--- src/rtl/imp_pkg.sv ---
// Package for the interrupt mask and priority bank: register map, field positions, carriers.
// Assumes an Avalon-MM slave with registers placed one per aligned word; enable and priority registers are byte-wide.
package imp_pkg;
    localparam int unsigned IMP_AW = 10;
    localparam int unsigned IMP_DW = 32;
    // Printed offsets are not all multiples of four, so each is a word index
    localparam logic [7:0] IMP_IDX_ENABLE  = 8'hA8;
    localparam logic [7:0] IMP_IDX_PRIO1   = 8'hF3;
    localparam logic [7:0] IMP_IDX_PRIO2   = 8'hF4;
    localparam logic [7:0] IMP_IDX_FLAGS   = 8'h10;
    localparam logic [7:0] IMP_IDX_CTRL    = 8'h11;
    localparam logic [7:0] IMP_RST_BYTE    = 8'h00;
    localparam logic [7:0] IMP_PRIO2_MASK  = 8'h03;
    localparam logic [7:0] IMP_PRIO1_MASK  = 8'h3F;
    localparam int unsigned IMP_GATE_BIT   = 7;
    localparam int unsigned IMP_SPI_BIT    = 6;
    localparam int unsigned IMP_T2_BIT     = 5;
    localparam int unsigned IMP_UART_BIT   = 4;
    localparam int unsigned IMP_T1_BIT     = 3;
    localparam int unsigned IMP_X1_BIT     = 2;
    localparam int unsigned IMP_T0_BIT     = 1;
    localparam int unsigned IMP_X0_BIT     = 0;
    localparam int unsigned IMP_NSRC       = 15;
    localparam int unsigned IMP_EXT_BASE   = 7;
    localparam int unsigned IMP_SET_T0_BIT = 0;

    // Basic sources, ordered as their mask bits 0..6
    typedef struct packed {
        logic spi;
        logic timer2;
        logic uart;
        logic timer1;
        logic ext_input1;
        logic timer0;
        logic ext_input0;
    } imp_basic_t;

    // Extended sources, ordered as priority bits
    typedef struct packed {
        logic capsense_greater;
        logic capsense_done;
        logic analog_comparator;
        logic counter_array;
        logic adc_done;
        logic adc_window;
        logic port_match;
        logic smbus_unit;
    } imp_ext_t;

    typedef struct packed {
        logic [IMP_NSRC-1:0] high;
        logic [IMP_NSRC-1:0] low;
    } imp_req_t;
endpackage

--- src/rtl/imp_bank.sv ---
// Interrupt enable and priority register bank with request gating and preemption.
// Assumes peripherals give level request flags and the core pulses i_* ack inputs on vectoring.
//
// Our own choice: the Avalon-MM register port.
`timescale 1ns/10ps
module imp_bank (
    input  wire logic                       i_clk,           // System clock, 50 MHz
    input  wire logic                       i_reset_n,       // Synchronous reset, active low
    input  wire logic [imp_pkg::IMP_AW-1:0] i_address,       // Avalon byte address
    input  wire logic                       i_read,          // Avalon read
    input  wire logic                       i_write,         // Avalon write
    input  wire logic [3:0]                 i_byteenable,    // Avalon byte enables
    input  wire logic [imp_pkg::IMP_DW-1:0] i_writedata,     // Avalon write data
    output logic      [imp_pkg::IMP_DW-1:0] o_readdata,      // Avalon read data
    output logic                            o_waitrequest,   // Avalon wait request
    output logic                            o_response_err,  // Unmapped access this cycle
    input  wire imp_pkg::imp_basic_t        i_basic_flags,   // Basic source flags (timers 0 and 2 from below)
    input  wire logic                       i_timer2_low_overflow_flag,  // Timer 2 low byte overflow
    input  wire logic                       i_timer2_high_overflow_flag, // Timer 2 high byte overflow
    input  wire logic                       i_timer0_overflow_set, // Timer 0 overflow pulse
    input  wire imp_pkg::imp_ext_t          i_ext_flags,     // Extended source flags
    input  wire logic                       i_vector_taken,  // Core vectors this cycle
    input  wire logic [3:0]                 i_vector_src,    // Source index vectored to
    input  wire logic                       i_reti,          // Return from service routine
    output imp_pkg::imp_req_t               o_req,           // Qualified requests per level
    output logic                            o_irq_low,       // Low level request to core
    output logic                            o_irq_high,      // High level request (may preempt)
    output logic                            o_timer0_overflow_flag // Timer 0 flag state
);
    import imp_pkg::*;

    localparam logic [3:0] SRC_T0 = 4'h1;

    typedef enum logic [1:0] {
        IMP_IDLE = 2'b00,
        IMP_LOW  = 2'b01,
        IMP_HIGH = 2'b10,
        IMP_BOTH = 2'b11
    } imp_svc_t;

    logic [7:0]          enable_r;
    logic [7:0]          prio1_r;
    logic [7:0]          prio2_r;
    logic                t0_flag_r;
    logic [IMP_DW-1:0]   rdata_r;
    logic                ack_r;
    imp_svc_t            svc_r;
    imp_svc_t            svc_nxt;
    logic [IMP_NSRC-1:0] pend;
    logic [IMP_NSRC-1:0] prio_vec;
    logic [7:0]          widx;
    logic                hit;
    logic                req;
    logic                wr_en;

    function automatic logic [7:0] word_idx(input logic [IMP_AW-1:0] a);
        word_idx = a[IMP_AW-1:2];
    endfunction

    function automatic logic mapped(input logic [7:0] idx);
        mapped = (idx == IMP_IDX_ENABLE) || (idx == IMP_IDX_PRIO1) || (idx == IMP_IDX_PRIO2)
              || (idx == IMP_IDX_FLAGS) || (idx == IMP_IDX_CTRL);
    endfunction

    assign widx  = word_idx(i_address);
    assign hit   = mapped(widx);
    assign req   = (i_read || i_write) && !ack_r;
    // Writes land only at the edge where waitrequest is seen low, as the master expects
    assign wr_en = ack_r && i_write && i_byteenable[0];

    // One wait cycle: answer on the second cycle of each request
    assign o_waitrequest  = (i_read || i_write) && !ack_r;
    assign o_response_err = ack_r && !hit;
    assign o_readdata     = rdata_r;

    always_ff @(posedge i_clk) begin
        if (!i_reset_n) begin
            ack_r <= 1'b0;
        end else begin
            ack_r <= req;
        end
    end

    always_ff @(posedge i_clk) begin
        if (!i_reset_n) begin
            enable_r <= IMP_RST_BYTE;
        end else if (wr_en && widx == IMP_IDX_ENABLE) begin
            enable_r <= i_writedata[7:0];
        end
    end

    always_ff @(posedge i_clk) begin
        if (!i_reset_n) begin
            prio1_r <= IMP_RST_BYTE;
            prio2_r <= IMP_RST_BYTE;
        end else if (wr_en) begin
            if (widx == IMP_IDX_PRIO1) begin
                // Top two bits are write-only reserved; software writes zero, not stored
                prio1_r <= i_writedata[7:0] & IMP_PRIO1_MASK;
            end
            if (widx == IMP_IDX_PRIO2) begin
                prio2_r <= i_writedata[7:0] & IMP_PRIO2_MASK;
            end
        end
    end

    // Hardware set wins over a software clear or vector clear in the same cycle
    always_ff @(posedge i_clk) begin
        if (!i_reset_n) begin
            t0_flag_r <= 1'b0;
        end else if (i_timer0_overflow_set) begin
            t0_flag_r <= 1'b1;
        end else if (i_vector_taken && i_vector_src == SRC_T0) begin
            t0_flag_r <= 1'b0;
        end else if (wr_en && widx == IMP_IDX_CTRL && i_writedata[IMP_SET_T0_BIT]) begin
            t0_flag_r <= 1'b0;
        end
    end

    always_ff @(posedge i_clk) begin
        if (!i_reset_n) begin
            rdata_r <= '0;
        end else if (req && i_read) begin
            case (widx)
                IMP_IDX_ENABLE: rdata_r <= {24'h000000, enable_r};
                IMP_IDX_PRIO1:  rdata_r <= {24'h000000, prio1_r};
                IMP_IDX_PRIO2:  rdata_r <= {24'h000000, prio2_r & IMP_PRIO2_MASK};
                IMP_IDX_FLAGS:  rdata_r <= {17'h00000, pend};
                IMP_IDX_CTRL:   rdata_r <= {22'h000000, svc_r, 7'h00, t0_flag_r};
                default:        rdata_r <= '0;
            endcase
        end
    end

    always_comb begin
        pend = '0;
        pend[IMP_X0_BIT] = i_basic_flags.ext_input0 && enable_r[IMP_X0_BIT];
        pend[IMP_T0_BIT] = t0_flag_r && enable_r[IMP_T0_BIT];
        pend[IMP_X1_BIT] = i_basic_flags.ext_input1 && enable_r[IMP_X1_BIT];
        pend[IMP_T1_BIT] = i_basic_flags.timer1 && enable_r[IMP_T1_BIT];
        pend[IMP_UART_BIT] = i_basic_flags.uart && enable_r[IMP_UART_BIT];
        pend[IMP_T2_BIT] = (i_timer2_low_overflow_flag || i_timer2_high_overflow_flag)
                         && enable_r[IMP_T2_BIT];
        pend[IMP_SPI_BIT] = i_basic_flags.spi && enable_r[IMP_SPI_BIT];
        // Extended sources have no mask bit here; only the global gate applies
        pend[IMP_NSRC-1:IMP_EXT_BASE] = i_ext_flags;
        if (!enable_r[IMP_GATE_BIT]) begin
            pend = '0;
        end
    end

    // Basic sources sit at low level; extended levels from the priority registers
    assign prio_vec = {prio2_r[1], prio2_r[0],
                       prio1_r[5], prio1_r[4], prio1_r[3],
                       prio1_r[2], prio1_r[1], prio1_r[0],
                       7'h00};

    always_ff @(posedge i_clk) begin
        if (!i_reset_n) begin
            o_req <= '0;
        end else begin
            o_req.high <= pend & prio_vec;
            o_req.low  <= pend & ~prio_vec;
        end
    end

    // Tracks nesting: low may be interrupted by high, never the reverse
    always_comb begin
        svc_nxt = svc_r;
        case (svc_r)
            IMP_IDLE: if (i_vector_taken) svc_nxt = (|o_req.high) ? IMP_HIGH : IMP_LOW;
            IMP_LOW:  if (i_vector_taken) svc_nxt = IMP_BOTH;
                      else if (i_reti) svc_nxt = IMP_IDLE;
            IMP_HIGH: if (i_reti) svc_nxt = IMP_IDLE;
            IMP_BOTH: if (i_reti) svc_nxt = IMP_LOW;
            default:  svc_nxt = IMP_IDLE;
        endcase
    end

    always_ff @(posedge i_clk) begin
        if (!i_reset_n) begin
            svc_r <= IMP_IDLE;
        end else begin
            svc_r <= svc_nxt;
        end
    end

    assign o_irq_high = (|o_req.high) && (svc_r == IMP_IDLE || svc_r == IMP_LOW);
    assign o_irq_low  = (|o_req.low) && (svc_r == IMP_IDLE) && !o_irq_high;
    assign o_timer0_overflow_flag = t0_flag_r;
endmodule

--- config.mk ---
export PLATFORM = sky130hd
export DESIGN_NAME = imp_bank
export DESIGN_NICKNAME = d
export VERILOG_FILES = /design/src/rtl/imp_pkg.sv /design/src/rtl/imp_bank.sv
export SDC_FILE = /design/constraint.sdc
export NUM_CORES = 1
export LEC_CHECK = 0
export BUFFER_PORTS_ARGS = -buffer_cell sky130_fd_sc_hd__buf_2
export CORE_MARGIN = 4
export CORE_UTILIZATION = 40
export CTS_BUF_LIST = sky130_fd_sc_hd__clkbuf_4 sky130_fd_sc_hd__clkbuf_8 sky130_fd_sc_hd__clkbuf_16
export CTS_CLUSTER_DIAMETER = 80
export DETAILED_ROUTE_END_ITERATION = 7
export PLACE_DENSITY = 0.76
export REMOVE_ABC_BUFFERS = 1
export SLEW_MARGIN = 20
export SYNTH_ARGS = -nofsm -noshare
export SYNTH_HDL_FRONTEND = slang
export SYNTH_SLANG_ARGS = --single-unit
--- constraint.sdc ---
create_clock -name i_clk -period 1.7 [get_ports i_clk]
set_clock_uncertainty 0.1 [all_clocks]
set_input_delay 0.34 -clock i_clk [delete_from_list [all_inputs] [get_ports i_clk]]
set_output_delay 0.34 -clock i_clk [all_outputs]
set_load 0.01 [all_outputs]
==> results.json, run 1 <==
{
  "outcome": "finished with violations",
  "violations": "negative setup slack",
  "synth_enable_flop_cells": 0,
  "pin_count_of_the_biggest_net_entering_global_routing": 19,
  "pin_count": 141,
  "synthFlopType": "sky130_fd_sc_hd__dfxtp_1",
  "globalplace.congestion": 0.842,
  "synth_area_per_cell_um2": 9.43,
  "vias_per_cell": 5.08,
  "worst_slack_ps": -166,
  "finalMaxSlewViolations": 0,
  "port-buffer-count": 85,
  "critical_path.endpoint_type": "output port",
  "drt_drc_violations_left": 0,
  "worst_min_delay_path_category": "input pin to flip-flop",
  "clk_root_buffer_cell": "sky130_fd_sc_hd__clkbuf_8",
  "final_nets": 451,
  "worst-endpoint-required_ps": 1260,
  "postRouteAntennaNets": 0,
  "most_used_cells_in_the_layout_excluding_fill_and_tap_cells": "sky130_fd_sc_hd__buf_2, sky130_fd_sc_hd__dfxtp_1, sky130_fd_sc_hd__conb_1, sky130_fd_sc_hd__buf_4, sky130_fd_sc_hd__nor2b_1",
  "final_layout_size_suffix_gt1_share_pct": 37.2,
  "hold_end": "o_timer0_overflow_flag",
  "worstRegToRegCells": 7,
  "regToRegEndpoint": "svc_r[1]",
  "critical-path-max-stage-delay_ps": 340,
  "fmaxAchievable_ghz": 0.536,
  "die-width_um": 87.2,
  "tritoncts": "yes",
  "timing.critical_path.cells": "nor4_4, buf_4, nand2_2, nor4_2, buf_2",
  "global_route_wire_length_before_repair_mm": 11.2,
  "detail_route.wl_per_cell_um": 15.9,
  "dp_hpwl_mm": 5.65,
  "die_area_mm2": 0.00760,
  "dieHeight_um": 87.2,
  "tns_ps": -341,
  "cts_buffers": 9,
  "synth.cell_area_mm2": 0.00251,
  "initial_standard_cell_utilization_of_the_core_pct": 41.9,
  "flow.area_growth_from_synthesis_pct": 34.7,
  "critPathKind": "flip-flop to output port",
  "num_antenna_cells": 0,
  "synth-warning-count": 0,
  "synthCells": 266,
  "rsz0062_at_grt": "yes",
  "cp_data_arrival_time_ps": 1430,
  "hold_path_startpoint": "i_timer0_overflow_set",
  "globalRoute.totalOverflow": 0,
  "path_max_fanout": 2,
  "max-vdd-ir-drop_v": 0.000396,
  "wirelength_mm": 7.27,
  "min_delay_path_depth": 2,
  "numClockSinks": 58,
  "cts.hold.buffers_added": 0,
  "worst_path_dominant_cell_family": "simple AND/OR/NAND/NOR gates",
  "critical-path-slowest-cell": "sky130_fd_sc_hd__dfxtp_2",
  "timing.max_cap.violations": 0,
  "post_cts_setup_buffers": 0,
  "dr_total_vias": 2323,
  "dr.pass1.iters": 6,
  "number_of_antenna_violations_at_the_first_check_in_global_routing": 0,
  "timing.final.crit_share_pct": 110,
  "critPathLaunchType": "flip-flop",
  "sequential_cell_area_fraction_in_the_yosys_report_pct": 46.3,
  "first_global_vias": 2311,
  "layout_commonest_cell": "sky130_fd_sc_hd__buf_2",
  "core_region_area_mm2": 0.00599,
  "crit_buf_inv": 2,
  "min_clock_period_post_route_ps": 1870,
  "synth.ff_latch_count": 58,
  "power_leakage_nw": 1.62,
  "synth_async_sr_flop_share_pct": 0,
  "post-route-util_pct": 56.4,
  "powerDensity_mw_per_mm2": 888,
  "clk_slew_on_worst_s_h_paths_ps": 70,
  "grtUsageTotal_pct": 19.5,
  "synth_cell_types": 44,
  "cts_htree_levels": 3,
  "final.fill_count": 533,
  "worstSkewPairLatency_ps": 340,
  "timing.reg2reg.setup_slack_ps": 170,
  "total_number_of_placement_rows": 28,
  "drt_iter0_drc": 132,
  "regToRegStartpoint": "o_req[27]",
  "hold_viol_final": 0,
  "cts.path.max_buffers": 2,
  "setup_violations": 3
}
## metal layers
metal	up-vias	GRT usage (%)	part of all wire (%)
met4	0	8.65	3.5
met1	1080	22.9	41
met5	-	0	0
met2	102	32.4	47
li1	1122	-	-
met3	19	6.05	8.0
## flip-flops by register name, summed over array words and instances (netlist names)
register / count
prio2_r: 2
svc_r: 2
o_req: 23
enable_r: 8
ack_r: 1
prio1_r: 6
o_readdata: 15
o_timer0_overflow_flag: 1
## cell usage after synthesis (2+ instances only)
cell type | number | share of area, %
sky130_fd_sc_hd__dfxtp_1 | 58 | 46
sky130_fd_sc_hd__buf_4 | 25 | 7.5
sky130_fd_sc_hd__nor2b_1 | 23 | 5.7
sky130_fd_sc_hd__nand2_1 | 19 | 2.8
sky130_fd_sc_hd__nor2_1 | 19 | 2.8
sky130_fd_sc_hd__and3_1 | 17 | 4.2
sky130_fd_sc_hd__mux2i_1 | 17 | 6.8
sky130_fd_sc_hd__o21ai_0 | 9 | 1.8
sky130_fd_sc_hd__a22oi_1 | 8 | 2.4
sky130_fd_sc_hd__clkbuf_1 | 7 | 1.0
sky130_fd_sc_hd__nor4_1 | 7 | 1.7
sky130_fd_sc_hd__and2_1 | 6 | 1.5
sky130_fd_sc_hd__o21ai_1 | 6 | 1.2
sky130_fd_sc_hd__a21oi_1 | 5 | 1.0
sky130_fd_sc_hd__a41oi_1 | 4 | 1.4
sky130_fd_sc_hd__a22o_1 | 3 | 1.0
sky130_fd_sc_hd__nand3_1 | 3 | 0.60
sky130_fd_sc_hd__inv_1 | 2 | 0.30
sky130_fd_sc_hd__nand3b_1 | 2 | 0.60
sky130_fd_sc_hd__nor4b_1 | 2 | 0.70
## power breakdown
part	internal [mW]	switching (mW)	leakage (nW)
logic	0.0835	0.116	1.04
registers	1.37	0.00957	0.470
clock network	0.836	0.587	0.110
total	2.29	0.712	1.62
## worst max path at each step
stage | cells after the start | to | slack, ps | startpoint
after global placement | 8 | o_readdata[5] | -160 | i_address[3]
after floorplan | 3 | o_response_err | 20 | i_address[3]
after detailed placement | 8 | o_readdata[4] | -220 | i_address[3]
after global routing | 5 | o_irq_low | -250 | o_req[27]
after CTS | 5 | o_irq_low | -230 | o_req[28]
final | 5 | o_irq_low | -170 | o_req[27]
## timing repair
item	4_1_cts	5_1_grt
setup endpoints to repair	3	4
pin swaps	2	1
gates resized for setup	6	6
## through the flow
step / worst slack [ps] / cells / hold WS, ps / instance area [um^2] / power [mW]
floorplan: 17.9 / 256 / 321 / 2370 / 1.48
global placement: -159 / 441 / 334 / 3090 / 1.60
detailed placement: -222 / 441 / 340 / 3090 / 1.60
CTS: -233 / 457 / 111 / 3350 / 3.02
global route: -251 / 457 / 118 / 3380 / 3.11
finish: -166 / 457 / 117 / 3380 / 3.00
## cell type report
type	count	area, um^2	share of cell area, %
clock buffers	9	124	3.67
well taps	75	93.8	2.78
flip-flops and latches	58	1160	34.5
inverters	2	7.51	0.222
repair buffers	110	626	18.5
multi-input cells	196	1260	37.3
clock inverters	7	103	3.04
## logic make-up (layout without fill, tap and decap cells)
group,Yosys count,count (layout),synth area share [%]
other cells,1,24,0.150
mux,17,17,6.79
compound gates,45,45,12.5
buf+inv,35,128,9.03
flops,58,58,46.3
simple gates,110,110,25.3
Note: power is estimated with default switching activity, not from simulation.
==> inputs of run 2 (changes only) <==
==> constraint.sdc (replaced) <==
create_clock -name i_clk -period 2 [get_ports i_clk]
set_clock_uncertainty 0.1 [all_clocks]
set_input_delay 0.4 -clock i_clk [delete_from_list [all_inputs] [get_ports i_clk]]
set_output_delay 0.4 -clock i_clk [all_outputs]
set_load 0.01 [all_outputs]
==> run 2 against run 1 <==
Against the previous run: the flow now finishes without violations; setup slack improved by 180 ps; flip-flop and latch count did not move; critical path type unchanged; clock-buffer cell count did not move.
==> results.json, run 2 (synthesis gave the netlist of run 1 again) <==
{
  "largest_register_ffs": 23,
  "grt_util_met3_pct": 5.11,
  "critPathLaunchType": "flip-flop",
  "drt_drc_violations_left": 0,
  "dieHeight_um": 87.2,
  "core_region_area_mm2": 0.00599,
  "cts.path.max_buffers": 2,
  "grt_met1_usage_pct": 22.7,
  "cts.hold.buffers_added": 0,
  "most_used_cells_in_the_layout_excluding_fill_and_tap_cells": "sky130_fd_sc_hd__buf_2, sky130_fd_sc_hd__dfxtp_1, sky130_fd_sc_hd__conb_1",
  "cts_htree_levels": 3,
  "timing.max_slew.rel_slack_pct": 53.5,
  "final_layout_size_suffix_gt1_share_pct": 35.5,
  "rsz0062_at_grt": "yes",
  "grt_most_used_layer": "met2",
  "outcome": "finished, final reports clean",
  "final_nets": 446,
  "die_area_mm2": 0.00760,
  "top_register": "o_req",
  "total_number_of_placement_rows": 28,
  "final_cell_area_mm2": 0.00330,
  "max-vdd-ir-drop_v": 0.000437,
  "first_global_vias": 2279,
  "number_of_antenna_violations_at_the_first_check_in_global_routing": 0,
  "cts_buffers": 9,
  "tns_ps": 0,
  "worstSkewPairLatency_ps": 340,
  "postRouteAntennaNets": 0,
  "finalMaxSlewViolations": 0,
  "worst-endpoint-required_ps": 1500,
  "vias_per_cell": 5.01,
  "flow.area_growth_from_synthesis_pct": 31.4,
  "global_route_wire_length_before_repair_mm": 11.0,
  "post-route-util_pct": 55.0,
  "dr_total_vias": 2263,
  "num_antenna_cells": 0,
  "critical_path.endpoint_type": "output port",
  "port-buffer-count": 85,
  "globalplace.congestion": 0.856,
  "min_delay_path_depth": 2,
  "timing.reg2reg.setup_slack_ps": 470,
  "die-width_um": 87.2,
  "pin_count": 141,
  "dr.pass1.iters": 4,
  "fmaxAchievable_ghz": 0.505,
  "power_leakage_nw": 1.58,
  "worst_min_delay_path_category": "input pin to flip-flop",
  "path_max_fanout": 2,
  "critPathKind": "flip-flop to output port",
  "min_clock_period_post_route_ps": 1980,
  "critical_path.startpoint": "o_req[28]",
  "numClockSinks": 58,
  "worstRegToRegCells": 7,
  "powerDensity_mw_per_mm2": 772,
  "clk_slew_on_worst_s_h_paths_ps": 70,
  "met2_usage_pct": 32.7,
  "timing.final.crit_share_pct": 99.1,
  "detail_route.wl_per_cell_um": 15.8,
  "hold_viol_final": 0,
  "hold_path_startpoint": "i_timer0_overflow_set",
  "initial_standard_cell_utilization_of_the_core_pct": 41.9,
  "worst_slew_pin_slew_ps": 697,
  "wirelength_mm": 7.14,
  "layout_commonest_cell": "sky130_fd_sc_hd__buf_2",
  "regToRegStartpoint": "o_req[28]",
  "cp_data_arrival_time_ps": 1480,
  "worst_slack_ps": 18.3,
  "clk_root_buffer_cell": "sky130_fd_sc_hd__clkbuf_8",
  "place_ws_ps": 25.2,
  "pin_count_of_the_biggest_net_entering_global_routing": 32,
  "tritoncts": "yes",
  "grtUsageTotal_pct": 19.3,
  "timing.max_cap.violations": 0,
  "drt_iter0_drc": 96,
  "dp_hpwl_mm": 5.54,
  "setup_violations": 0,
  "postPlaceCellArea_mm2": 0.00304,
  "globalRoute.totalOverflow": 0
}
run 2: power breakdown:
group	total (mW)	internal [mW]	switching (mW)	leakage (nW)
clock	1.21	0.708	0.503	0.106
combinational	0.162	0.0666	0.0952	1.00
sequential	1.17	1.16	0.00781	0.469
run 2: worst paths after layout:
check	endpoint
worst max register to register	svc_r[1]
worst min register to register	o_readdata[5]
worst max-delay path	o_irq_low
worst min-delay path	o_timer0_overflow_flag
run 2: area by class of cell:
cell class / instances / area, um^2
Fill cell: 558 / 2700
Multi-Input combinational cell: 196 / 1230
Sequential cell: 58 / 1160
Timing Repair Buffer: 105 / 576
Clock buffer: 9 / 124
Clock inverter: 7 / 101
Tap cell: 75 / 93.8
Inverter: 2 / 7.51
run 2: timing repair:
item | 4_1_cts | 5_1_grt
setup buffers | 0 | 0
gates resized for setup | 4 | 2
pin swaps | 2 | 0
hold endpoints to repair | 0 | 0
endpoints found under the setup margin | 1 | 2
run 2: routing by layer:
metal	wire length [um]	part of all wire (%)	up-vias
met5	0	0	-
met2	3500	49	74
met4	155	2.2	0
li1	-	-	1109
met3	525	7.4	14
met1	2960	41	1066
run 2: through the flow:
stage               hold WS, ps  power [mW]  std cells
floorplan                   321        1.26        256
global placement            336        1.35        436
detailed placement          340        1.35        436
CTS                         159        2.56        452
global route                187        2.63        452
finish                      167        2.54        452
run 2: worst max-delay path, stage by stage (launching register included):
cell	delay (ps)
sky130_fd_sc_hd__dfxtp_2	330
sky130_fd_sc_hd__nor4_2	260
sky130_fd_sc_hd__buf_4	170
sky130_fd_sc_hd__nand2_2	60
sky130_fd_sc_hd__nor4_2	150
sky130_fd_sc_hd__buf_2	170
